`src/hdl/ofdbs_pkg.sv`:
```
// ofdbs_pkg: register map, field layout, reset values and format codes
// for the output format and divider bank select block.
// assumes a 32-bit APB slave, byte addresses, one word per register.
package ofdbs_pkg;
	// register byte offsets
	localparam logic [7:0] OFS_DRV = 8'h00;
	localparam logic [7:0] OFS_INT_A = 8'h04;
	localparam logic [7:0] OFS_INT_B = 8'h08;
	localparam logic [7:0] OFS_FA_INTG = 8'h0C;
	localparam logic [7:0] OFS_FA_RES = 8'h10;
	localparam logic [7:0] OFS_FA_DEN = 8'h14;
	localparam logic [7:0] OFS_FB_INTG = 8'h18;
	localparam logic [7:0] OFS_FB_RES = 8'h1C;
	localparam logic [7:0] OFS_FB_DEN = 8'h20;
	localparam logic [7:0] OFS_BANK = 8'h24;
	localparam logic [7:0] OFS_STAT = 8'h28;
	// driver config field layout
	localparam int DRV_W = 15;
	localparam int FMT_LSB = 0;
	localparam int FMT_W = 4;
	localparam int SKEW_LSB = 4;
	localparam int SKEW_W = 4;
	localparam int HIGHZ_BIT = 8;
	localparam int INV_BIT = 9;
	localparam int SLEW_LSB = 10;
	localparam int STR_BIT = 12;
	localparam int STOP_BIT = 13;
	localparam int SRC_BIT = 14;
	// bank control field layout
	localparam int BANK_W = 5;
	localparam int INT_SEL_BIT = 0;
	localparam int FRAC_SEL_BIT = 1;
	localparam int SS_A_BIT = 2;
	localparam int SS_B_BIT = 3;
	localparam int PIN_EN_BIT = 4;
	// divider widths; fractional integer part is 128 times the ratio
	localparam int INT_W = 8;
	localparam int INTG_W = 16;
	localparam int FRAC_SHIFT = 7;
	localparam int RES_W = 15;
	localparam int PER_W = INTG_W - FRAC_SHIFT + 1;
	// reset values
	localparam logic [DRV_W-1:0] DRV_RST = 15'h0000;
	localparam logic [INT_W-1:0] INT_RST = 8'h04;
	localparam logic [INTG_W-1:0] INTG_RST = 16'h0200;
	localparam logic [RES_W-1:0] RES_RST = 15'h0000;
	localparam logic [RES_W-1:0] DEN_RST = 15'h0001;
	localparam logic [BANK_W-1:0] BANK_RST = 5'h00;
	localparam logic [INT_W-1:0] INT_MIN = 8'h02;
	localparam logic [PER_W-1:0] PER_MIN = 10'h002;
	// skew steps
	localparam int STEP_PS = 35;
	localparam int MAX_DELAY_PS = 280;
	localparam logic [SKEW_W-1:0] MAX_STEPS = SKEW_W'(MAX_DELAY_PS / STEP_PS);
	// driver format codes
	localparam logic [FMT_W-1:0] FMT_OFF = 4'h0;
	localparam logic [FMT_W-1:0] FMT_CMOS_T = 4'h1;
	localparam logic [FMT_W-1:0] FMT_CMOS_C = 4'h2;
	localparam logic [FMT_W-1:0] FMT_CMOS_D = 4'h3;
	localparam logic [FMT_W-1:0] FMT_LVDS_LO = 4'h4;
	localparam logic [FMT_W-1:0] FMT_LVDS_HI = 4'h7;
	localparam logic [FMT_W-1:0] FMT_HCSL_LO = 4'h8;
	localparam logic [FMT_W-1:0] FMT_HCSL_HI = 4'hB;
	localparam logic [FMT_W-1:0] FMT_PECL = 4'hC;
endpackage : ofdbs_pkg

```
`src/hdl/ofdbs_top.sv`:
```
// ofdbs_top: output driver format decode plus two-bank integer and
// fractional dividers with glitchless bank switching, behind APB.
// assumes pclk also clocks the dividers; the frequency select pin is synchronised here.
//
// Operation
// - format 0 off, 1 CMOS true pin, 2 CMOS complement pin, 3 dual CMOS.
// - formats 4..7 are LVDS: normal 2.5/3.3, normal 1.8, fast 2.5/3.3, fast 1.8.
// - formats 8..11 HCSL 50/42.5 ohm ext/int termination, 12 LVPECL.
// - skew is unsigned steps of 35 ps, capped at 280 ps.
// - stopped output driven low-z when bit is 0, high-z when 1.
// - dual CMOS polarity bit 1 inverts the complement pin.
// - edge rate 00 fastest, 01 slow, 10 slower, 11 slowest.
// - drive strength bit 0 gives 50 ohm, 1 gives 25 ohm.
// - integer and fractional dividers each hold sets A and B.
// - with set B in use the output divides by the set B value.
// - an output fed from set A can be moved to set B.
// - integer bank bit picks A at 0, B at 1, live at run time.
// - fractional bank bit switches between two complete sets.
// - only spread enables and integer sets may change while their bank is selected.
// - frequency select pin can switch banks like the register bits.
// - once select is asserted, set B values set the output frequency.
// - fractional set holds 128x ratio floor, residue numerator, denominator.
// - bank switches produce no runt pulses or glitches.
`timescale 1ns/1ps
module ofdbs_top import ofdbs_pkg::*; (
	// clock, reset, enable
	input wire logic pclk,
	input wire logic presetn,
	input wire logic ce,
	// apb slave
	input wire logic psel,
	input wire logic penable,
	input wire logic pwrite,
	input wire logic [7:0] paddr,
	input wire logic [31:0] pwdata,
	output logic [31:0] prdata,
	output logic pready,
	output logic pslverr,
	// frequency select pin
	input wire logic frequency_select_pin,
	// output pins
	output logic out_true,
	output logic out_true_oe_n,
	output logic out_comp,
	output logic out_comp_oe_n,
	// analog driver controls
	output logic mode_cmos_true,
	output logic mode_cmos_comp,
	output logic mode_lvds,
	output logic mode_hcsl,
	output logic mode_pecl,
	output logic lvds_fast,
	output logic supply_1v8,
	output logic hcsl_int_term,
	output logic hcsl_42ohm,
	output logic complement_polarity,
	output logic [SKEW_W-1:0] output_delay_steps,
	output logic [1:0] single_ended_edge_rate,
	output logic single_ended_drive_strength,
	// divider status
	output logic spread_on,
	output logic int_bank_active,
	output logic frac_bank_active
);
	typedef struct packed {
		logic [DRV_W-1:0] drv;
		logic [INT_W-1:0] int_a;
		logic [INT_W-1:0] int_b;
		logic [INTG_W-1:0] fa_intg;
		logic [RES_W-1:0] fa_res;
		logic [RES_W-1:0] fa_den;
		logic [INTG_W-1:0] fb_intg;
		logic [RES_W-1:0] fb_res;
		logic [RES_W-1:0] fb_den;
		logic [BANK_W-1:0] bank;
		logic pin_s1;
		logic pin_s2;
		logic int_bank;
		logic frac_bank;
		logic [INT_W-1:0] int_cur;
		logic [INT_W-1:0] int_cnt;
		logic [PER_W-1:0] frac_len;
		logic [PER_W-1:0] frac_cnt;
		logic [RES_W-1:0] frac_acc;
		logic pready;
		logic pslverr;
		logic [31:0] prdata;
		logic o_true;
		logic o_true_oe_n;
		logic o_comp;
		logic o_comp_oe_n;
		logic m_cmos_t;
		logic m_cmos_c;
		logic m_lvds;
		logic m_hcsl;
		logic m_pecl;
		logic m_fast;
		logic m_1v8;
		logic m_int_term;
		logic m_42;
		logic m_inv;
		logic [SKEW_W-1:0] m_skew;
		logic [1:0] m_slew;
		logic m_str;
		logic m_spread;
	} ofdbs_state_s;

	ofdbs_state_s q;
	ofdbs_state_s n;

	logic setup;
	logic access;
	logic sel_int;
	logic sel_frac;
	logic int_wrap;
	logic frac_wrap;
	logic [INT_W-1:0] int_eff;
	logic int_clk;
	logic frac_clk;
	logic [FMT_W-1:0] fmt;
	logic hit;
	logic frac_lock;
	logic [31:0] rd;
	logic src_clk;
	logic [PER_W-1:0] per;
	logic [RES_W:0] acc_sum;
	logic [INTG_W-1:0] new_intg;
	logic [RES_W-1:0] new_res;
	logic [RES_W-1:0] new_den;
	logic is_diff;
	logic drv_t;
	logic drv_c;

	always_comb begin
		n = q;
		setup = psel && !penable;
		access = psel && penable && q.pready;
		// register bit or pin may ask for bank B; the pin only via its synchroniser
		sel_int = q.bank[INT_SEL_BIT] || (q.bank[PIN_EN_BIT] && q.pin_s2);
		sel_frac = q.bank[FRAC_SEL_BIT] || (q.bank[PIN_EN_BIT] && q.pin_s2);
		n.pin_s1 = frequency_select_pin;
		n.pin_s2 = q.pin_s1;
		// fractional set registers are locked while that set is live or requested
		frac_lock = 1'b0;
		if (paddr == OFS_FA_INTG || paddr == OFS_FA_RES || paddr == OFS_FA_DEN) begin
			frac_lock = !q.frac_bank || !sel_frac;
		end else if (paddr == OFS_FB_INTG || paddr == OFS_FB_RES || paddr == OFS_FB_DEN) begin
			frac_lock = q.frac_bank || sel_frac;
		end
		// read decode
		hit = 1'b1;
		rd = 32'h0000_0000;
		if (paddr == OFS_DRV) begin
			rd[DRV_W-1:0] = q.drv;
		end else if (paddr == OFS_INT_A) begin
			rd[INT_W-1:0] = q.int_a;
		end else if (paddr == OFS_INT_B) begin
			rd[INT_W-1:0] = q.int_b;
		end else if (paddr == OFS_FA_INTG) begin
			rd[INTG_W-1:0] = q.fa_intg;
		end else if (paddr == OFS_FA_RES) begin
			rd[RES_W-1:0] = q.fa_res;
		end else if (paddr == OFS_FA_DEN) begin
			rd[RES_W-1:0] = q.fa_den;
		end else if (paddr == OFS_FB_INTG) begin
			rd[INTG_W-1:0] = q.fb_intg;
		end else if (paddr == OFS_FB_RES) begin
			rd[RES_W-1:0] = q.fb_res;
		end else if (paddr == OFS_FB_DEN) begin
			rd[RES_W-1:0] = q.fb_den;
		end else if (paddr == OFS_BANK) begin
			rd[BANK_W-1:0] = q.bank;
		end else if (paddr == OFS_STAT) begin
			rd[4:0] = {q.o_true, q.pin_s2, q.frac_bank, q.int_bank, 1'b0};
		end else begin
			hit = 1'b0;
		end
		// zero-wait answer: result is registered in setup, pready high in access
		n.pready = setup;
		if (setup) begin
			n.prdata = pwrite ? 32'h0000_0000 : rd;
			n.pslverr = !hit || (pwrite && (paddr == OFS_STAT || frac_lock));
		end
		if (access && pwrite && !q.pslverr) begin
			if (paddr == OFS_DRV) begin
				n.drv = pwdata[DRV_W-1:0];
			end else if (paddr == OFS_INT_A) begin
				n.int_a = pwdata[INT_W-1:0];
			end else if (paddr == OFS_INT_B) begin
				n.int_b = pwdata[INT_W-1:0];
			end else if (paddr == OFS_FA_INTG) begin
				n.fa_intg = pwdata[INTG_W-1:0];
			end else if (paddr == OFS_FA_RES) begin
				n.fa_res = pwdata[RES_W-1:0];
			end else if (paddr == OFS_FA_DEN) begin
				n.fa_den = pwdata[RES_W-1:0];
			end else if (paddr == OFS_FB_INTG) begin
				n.fb_intg = pwdata[INTG_W-1:0];
			end else if (paddr == OFS_FB_RES) begin
				n.fb_res = pwdata[RES_W-1:0];
			end else if (paddr == OFS_FB_DEN) begin
				n.fb_den = pwdata[RES_W-1:0];
			end else if (paddr == OFS_BANK) begin
				n.bank = pwdata[BANK_W-1:0];
			end
		end
		// integer divider: ratio and bank only reload at the wrap, so no runt cycle
		int_eff = (q.int_cur < INT_MIN) ? INT_MIN : q.int_cur;
		int_wrap = q.int_cnt >= int_eff - INT_W'(1);
		int_clk = q.int_cnt < (int_eff >> 1);
		if (int_wrap) begin
			n.int_cnt = '0;
			n.int_bank = sel_int;
			n.int_cur = sel_int ? q.int_b : q.int_a;
		end else begin
			n.int_cnt = q.int_cnt + INT_W'(1);
		end
		// fractional divider: whole cycles from the 128x integer part,
		// residue over denominator adds one cycle on carry
		frac_wrap = q.frac_cnt >= q.frac_len - PER_W'(1);
		frac_clk = q.frac_cnt < (q.frac_len >> 1);
		new_intg = sel_frac ? q.fb_intg : q.fa_intg;
		new_res = sel_frac ? q.fb_res : q.fa_res;
		new_den = sel_frac ? q.fb_den : q.fa_den;
		per = {1'b0, new_intg[INTG_W-1:FRAC_SHIFT]};
		acc_sum = {1'b0, q.frac_acc} + {1'b0, new_res};
		if (frac_wrap) begin
			n.frac_cnt = '0;
			n.frac_bank = sel_frac;
			if (new_den != '0 && acc_sum >= {1'b0, new_den}) begin
				n.frac_acc = RES_W'(acc_sum - {1'b0, new_den});
				per = per + PER_W'(1);
			end else begin
				n.frac_acc = (new_den == '0) ? '0 : acc_sum[RES_W-1:0];
			end
			n.frac_len = (per < PER_MIN) ? PER_MIN : per;
		end else begin
			n.frac_cnt = q.frac_cnt + PER_W'(1);
		end
		// spread enables follow software live, even on the active set
		n.m_spread = q.frac_bank ? q.bank[SS_B_BIT] : q.bank[SS_A_BIT];
		// driver decode; reserved codes leave every mode off
		fmt = q.drv[FMT_LSB +: FMT_W];
		n.m_cmos_t = fmt == FMT_CMOS_T || fmt == FMT_CMOS_D;
		n.m_cmos_c = fmt == FMT_CMOS_C || fmt == FMT_CMOS_D;
		n.m_lvds = fmt >= FMT_LVDS_LO && fmt <= FMT_LVDS_HI;
		n.m_fast = n.m_lvds && fmt[1];
		n.m_1v8 = n.m_lvds && fmt[0];
		n.m_hcsl = fmt >= FMT_HCSL_LO && fmt <= FMT_HCSL_HI;
		n.m_int_term = n.m_hcsl && fmt[0];
		n.m_42 = n.m_hcsl && fmt[1];
		n.m_pecl = fmt == FMT_PECL;
		n.m_inv = fmt == FMT_CMOS_D && q.drv[INV_BIT];
		n.m_skew = (q.drv[SKEW_LSB +: SKEW_W] > MAX_STEPS) ? MAX_STEPS
			: q.drv[SKEW_LSB +: SKEW_W];
		n.m_slew = q.drv[SLEW_LSB +: 2];
		n.m_str = q.drv[STR_BIT];
		// pins
		is_diff = n.m_lvds || n.m_hcsl || n.m_pecl;
		drv_t = n.m_cmos_t || is_diff;
		drv_c = n.m_cmos_c || is_diff;
		src_clk = q.drv[SRC_BIT] ? frac_clk : int_clk;
		if (q.drv[STOP_BIT]) begin
			n.o_true = 1'b0;
			n.o_comp = 1'b0;
			n.o_true_oe_n = !drv_t || q.drv[HIGHZ_BIT];
			n.o_comp_oe_n = !drv_c || q.drv[HIGHZ_BIT];
		end else begin
			n.o_true = drv_t && src_clk;
			n.o_comp = drv_c && ((is_diff || n.m_inv) ? !src_clk : src_clk);
			n.o_true_oe_n = !drv_t;
			n.o_comp_oe_n = !drv_c;
		end
	end

	always_ff @(posedge pclk or negedge presetn) begin
		if (!presetn) begin
			q <= '0;
			q.drv <= DRV_RST;
			q.int_a <= INT_RST;
			q.int_b <= INT_RST;
			q.int_cur <= INT_RST;
			q.fa_intg <= INTG_RST;
			q.fb_intg <= INTG_RST;
			q.fa_res <= RES_RST;
			q.fb_res <= RES_RST;
			q.fa_den <= DEN_RST;
			q.fb_den <= DEN_RST;
			q.bank <= BANK_RST;
			q.frac_len <= PER_MIN;
			q.o_true_oe_n <= 1'b1;
			q.o_comp_oe_n <= 1'b1;
		end else if (ce) begin
			q <= n;
		end
	end

	assign prdata = q.prdata;
	assign pready = q.pready;
	assign pslverr = q.pslverr;
	assign out_true = q.o_true;
	assign out_true_oe_n = q.o_true_oe_n;
	assign out_comp = q.o_comp;
	assign out_comp_oe_n = q.o_comp_oe_n;
	assign mode_cmos_true = q.m_cmos_t;
	assign mode_cmos_comp = q.m_cmos_c;
	assign mode_lvds = q.m_lvds;
	assign mode_hcsl = q.m_hcsl;
	assign mode_pecl = q.m_pecl;
	assign lvds_fast = q.m_fast;
	assign supply_1v8 = q.m_1v8;
	assign hcsl_int_term = q.m_int_term;
	assign hcsl_42ohm = q.m_42;
	assign complement_polarity = q.m_inv;
	assign output_delay_steps = q.m_skew;
	assign single_ended_edge_rate = q.m_slew;
	assign single_ended_drive_strength = q.m_str;
	assign spread_on = q.m_spread;
	assign int_bank_active = q.int_bank;
	assign frac_bank_active = q.frac_bank;
endmodule : ofdbs_top

```
`config.mk`:
```
export PLATFORM = sky130hd
export DESIGN_NAME = ofdbs_top
export DESIGN_NICKNAME = d
export VERILOG_FILES = /design/src/hdl/ofdbs_pkg.sv /design/src/hdl/ofdbs_top.sv
export SDC_FILE = /design/constraint.sdc
export NUM_CORES = 1
export LEC_CHECK = 0
export BUFFER_PORTS_ARGS = -buffer_cell sky130_fd_sc_hd__buf_2
export CAP_MARGIN = 20
export CORE_MARGIN = 1.5
export CORE_UTILIZATION = 40
export CTS_CLUSTER_SIZE = 30
export DETAILED_ROUTE_END_ITERATION = 6
export GPL_ROUTABILITY_DRIVEN = 1
export SYNTH_ARGS = -nofsm -noshare
export SYNTH_HDL_FRONTEND = slang
export SYNTH_SLANG_ARGS = --single-unit
export TNS_END_PERCENT = 50
```
`constraint.sdc`:
```
create_clock -name pclk -period 6.96 [get_ports pclk]
set_clock_uncertainty 0.2 [all_clocks]
set_input_delay 1.392 -clock pclk [delete_from_list [all_inputs] [get_ports pclk]]
set_output_delay 1.392 -clock pclk [all_outputs]
set_load 0.02 [all_outputs]
```
* Yosys cells after proc, flatten, opt, wreduce, memory -nomap -nowiden
Index checks and enable logic that the tools add are counted.
Operators by class: $add $sub $neg 7, $lt $le $gt $ge 12, eq/ne operators 14, mux-type cells 49, bitwise logic cells 9, reductions and logical operators 60
Operators with widths (count):
- $mux W15 | 9
- $mux W8 | 7
- $mux W10 | 5
- $mux W16 | 3
- $eq A8 B5 Y1 const B | 4
- $eq A8 B6 Y1 const B | 3
- $mux W1 | 20
- $logic_or A1 B1 Y1 | 19
- $logic_and A1 B1 Y1 | 17
- $add A15 B15 Y16 | 1
- $eq A8 B4 Y1 const B | 2
- $ge A16 B15 Y1 | 1
- $logic_not A15 Y1 | 1
- $mux W5 | 3
- $reduce_bool A15 Y1 | 1
- $sub A15 B15 Y15 | 1
- $reduce_and A12 Y1 | 1
- $reduce_and A11 Y1 | 1
- $add A10 B1 Y10 const B | 1
- $add A9 B1 Y10 const B | 1
- $ge A10 B10 Y1 | 1
- $lt A10 B2 Y1 const B | 1
- $lt A10 B9 Y1 | 1
- $reduce_and A10 Y1 | 1
- 27 further kinds | 46
Word-level totals: register bits after elaboration 239, input bits 47, output and inout bits 58, logic and storage cells 191

* Longest topological paths before layout
depth after elaboration 14, gate-level depth with buffers 25, gate-level depth less buffers 22

* Worst setup path before layout
Ideal clock, no wire load.
path type register to register, from register q[109] in the netlist's numbering, to register q[81] in the netlist's numbering, library setup time 119 ps, arrival time 5340 ps, data required time 6641 ps, slack 1301 ps, stages on the path, launching flop included 23, buffers on the path 2, clock period less this slack 5659 ps, path through dfrtp_1 a21oi_4 buf_4 buf_1 mux2_2 ha_1 a21o_1 a21oi_1 a2bb2oi_1 o31ai_4 o21ai_0 nor2b_1 xnor2_1 ha_1 nand4_1 nor4_1 nor3_1 nand2_1 a211oi_2 or4_4 a21o_1 a2111o_1 and2_1
On the way: longest elaborated chain between the ends 10, elaborated cells on any way between the ends 14, those cells by class 2 x add/sub; 2 x order compare; 6 x mux; 4 x reduce/logical
RTL lines:
- start, declared | line ofdbs_top.sv:108 | ofdbs_state_s q;
- start signal, assigned | line ofdbs_top.sv:294 | q <= n;
- $logic_and A1 B1 Y1 (*) | line ofdbs_top.sv:140 | sel_frac = q.bank[FRAC_SEL_BIT] || (q.bank[PIN_EN_BIT] && q.pin_s2);
- $logic_or A1 B1 Y1 (*) | line ofdbs_top.sv:140
- $mux W15 | line ofdbs_top.sv:223 | new_res = sel_frac ? q.fb_res : q.fa_res;
- $add A15 B15 Y16 | line ofdbs_top.sv:226 | acc_sum = {1'b0, q.frac_acc} + {1'b0, new_res};
- $ge A16 B15 Y1 | line ofdbs_top.sv:230 | if (new_den != '0 && acc_sum >= {1'b0, new_den}) begin
- $logic_and A1 B1 Y1 | line ofdbs_top.sv:230
- $mux W10 (*) | line ofdbs_top.sv:230
- $mux W10 (*) | line ofdbs_top.sv:227 | if (frac_wrap) begin
- $lt A10 B2 Y1 | line ofdbs_top.sv:236 | n.frac_len = (per < PER_MIN) ? PER_MIN : per;
- $mux W10 (*) | line ofdbs_top.sv:236
Mark *: on every way between the ends. The rest lies on a longest branch, timed or not. The select of a mux whose other input is x is not followed. A chain may end at the register's enable or synchronous reset.

* Worst setup path in the final report
Ends and elaborated chain as after synthesis.

==> flow_summary.ini <==
[synth]
synth_seq_cells = 223
synth_edf_count = 0
synth_cell_types = 67
syn_area_sq_um = 13100
synth-seq-area-share_pct = 42.7
synth_area_leader_cell = dfrtp_1
ys.warnings.count = 0
synthDominantCellAreaShare_pct = 40.7
async_flop_share_pct = 100
netlist_instances = 1257
synthTopCellsByArea = dfrtp_1, mux2_2, ha_1, mux2i_1, a21oi_1
synth_ff_type = dfrtp_1
syn_avg_cell_area_sq_um = 10.4

[floorplanning]
fp.dieW_microns = 184
core_sq_um = 32400
io_pins = 105
dieHeight_microns = 184
start_util_pct = 40.4
row_count = 66
die_area_sq_um = 33800

[worst_setup_path]
critical_path_class = register to register
regToRegStartpoint = q[109]
reg2reg_to = q[81]
worst_ep_required_time_ns = 7.18
path_max_fanout = 36
cp-start-kind = register
critPathCaptureType = register
crit_arrival_ns = 6.14
ff2ff_setup_slack_ns = 1.04
reg2reg_depth = 21

[route]
antenna_left = 0
drt_first_pass_iters = 7
wl_per_cell_microns = 19.5
dr_total_vias = 9778
drt_wl_total_mm = 34.4
drc = 0
via_per_inst = 5.54
drt_iter0_drc = 732

[sta]
relSlewSlack_pct = 32.9
hold_violations = 0
tightest_slew_ns = 1.01
setup_violations = 0
report.final.slew_viol_count = 0
rsz0062_at_grt = false
fin_crit_sh_pct = 85.1
clock.fmax_mhz = 169
period_needed_ns = 5.92
fin_hold_ws_ns = 0.291
setup_tns_ns = 0

[global_route]
antenna_found_initial = 2
track_usage_pct = 20.4
gr-total-overflow = 0
grt_first_pass_wirelength_mm = 54.3
grt_pass1_vias = 9694
grt_max_degree = 132

[min_path]
hold_class = register to register
hp-start = q[58]
hold_end = q[58]
holdPathStages = 2

[clocking]
cts_setup_buffers = 0
clk_latency_ns = 0.53
cts.path.max_buffers = 3
root_buffer = clkbuf_16
cts_tree = done
h-tree-depth = 1
clk_pin_slew_ns = 0.06
post_cts_resized = 0
cts_sinks = 223
cts_made_buffers = 25
ctsHoldBuffers = 0

[finish]
diodes = 0
layout_common_cells = dfrtp_1, mux2_2, nor2_1
drive_above_1_share_pct = 23.8
post-route-cell-area_sq_um = 14600
nNetsFinal = 1424
layout.cells.most_common = dfrtp_1
nFillCells = 3116
layout.cells.non_filler = 1764
area_growth_pct = 11.9

[place]
placedCellCount = 1717
gp_routability_congestion = 0.854
hpwlAfterDp_mm = 24.8
dpl-instance-area_sq_um = 13700
port_buffers = 72

[run]
drv_cap = 0

[power_and_ir_drop]
power_leakage_uw = 0.00720
p_per_area_nw_per_um2 = 231
max-vdd-ir-drop_v = 0.000145

[outcome]
status = finished clean
state kept, by name, indices dropped and copies added, names as in the netlist, 2 cells and up:
register and cells:
q 173, single_ended_edge_rate 2, n 4, output_delay_steps 4, prdata 16, fmt 4
routing by layer:
metal / vias up / GRT usage (%) / share of wire, %
met5: - / 0 / 0.067
met1: 4837 / 28.1 / 46
met3: 43 / 2.75 / 5.1
met4: 4 / 4.79 / 1.7
met2: 261 / 34.0 / 47
li1: 4633 / - / -
how the worst max path moves through the flow:
stage | start | endpoint | cells after the start
2_1_floorplan | q[109] | q[81] | 22
3_3_place_gp | q[109] | q[81] | 21
3_5_place_dp | q[109] | q[81] | 21
4_1_cts | q[109] | q[81] | 21
5_1_grt | q[109] | q[81] | 20
6_report | q[109] | q[81] | 21
cells in the mapped netlist (4+ instances only):
library cell,count
nand2_1,75
mux2_2,153
nand3_1,27
or2_2,11
a22o_1,5
nor2b_1,7
o211ai_1,7
a22oi_1,23
o21bai_1,4
xor2_1,19
inv_1,53
a221oi_1,7
or3_1,7
a21o_1,14
a211oi_1,8
nor3_1,21
nand2b_1,9
nand3b_1,6
nor4_1,13
clkbuf_1,30
o21ai_0,69
o31ai_1,5
mux2i_1,42
buf_4,39
dfstp_2,10
o221ai_1,8
buf_1,9
o22ai_1,4
ha_1,72
dfrtp_1,213
buf_2,5
xnor2_1,40
a31oi_1,9
and2_1,5
a221o_1,5
a222oi_1,7
nand4_1,10
nor2_1,83
a21oi_1,77
a2111oi_0,4
layout make-up:
cell class | instances | area [sq um] | share of cell area [%]
tap | 442 | 553 | 3.78
timing repair buffer | 89 | 514 | 3.51
multi-input combinational | 911 | 6890 | 47.0
sequential | 223 | 5590 | 38.2
clock buffer | 36 | 737 | 5.03
clock inverter | 10 | 156 | 1.07
inverter | 53 | 199 | 1.36
per-stage QoR:
stage / setup WS, ns / util, % / power [uW]
2_1_floorplan: 1.30 / - / 1820
3_3_place_gp: 1.13 / 42.4 / 1970
3_5_place_dp: 1.05 / 42.4 / 1990
4_1_cts: 1.03 / 45.2 / 3420
5_1_grt: 0.722 / 45.2 / 3570
6_report: 1.04 / 45.2 / 3380
cell families after synthesis:
kind of cell / after synthesis / synth area share (%)
AO/OA/AOI/OAI: 282 / 14.2
flip-flops: 223 / 42.7
multiplexers: 195 / 16.4
AND/OR/NAND/NOR: 285 / 10.4
buffers and inverters: 138 / 5.14
adder cells (fa/ha/maj): 74 / 7.19
other: 1 / 0.0287
XOR/XNOR: 59 / 3.95
power breakdown:
group / internal (uW) / switching (uW)
sequential: 1370 / 97.7
clock: 882 / 535
combinational: 214 / 282
total: 2460 / 915
worst max-delay path, cell delays in order, from the launching register on:
cell and delay (ns):
dfrtp_1 0.44, a21oi_4 0.38, buf_12 0.32, mux2_2 0.38
ha_1 0.21, a21o_1 0.17, a21oi_1 0.23, a2bb2oi_1 0.39
o31ai_4 0.17, o21ai_0 0.17, nor2b_1 0.18, xnor2_1 0.11
ha_1 0.34, nand4_1 0.11, nor4_1 0.39, nor3_1 0.09
nand2_1 0.12, a211oi_4 0.09, or4_4 0.58, a21o_1 0.17
a2111o_1 0.43, and2_1 0.15
Power figures use the tool's default switching activity.
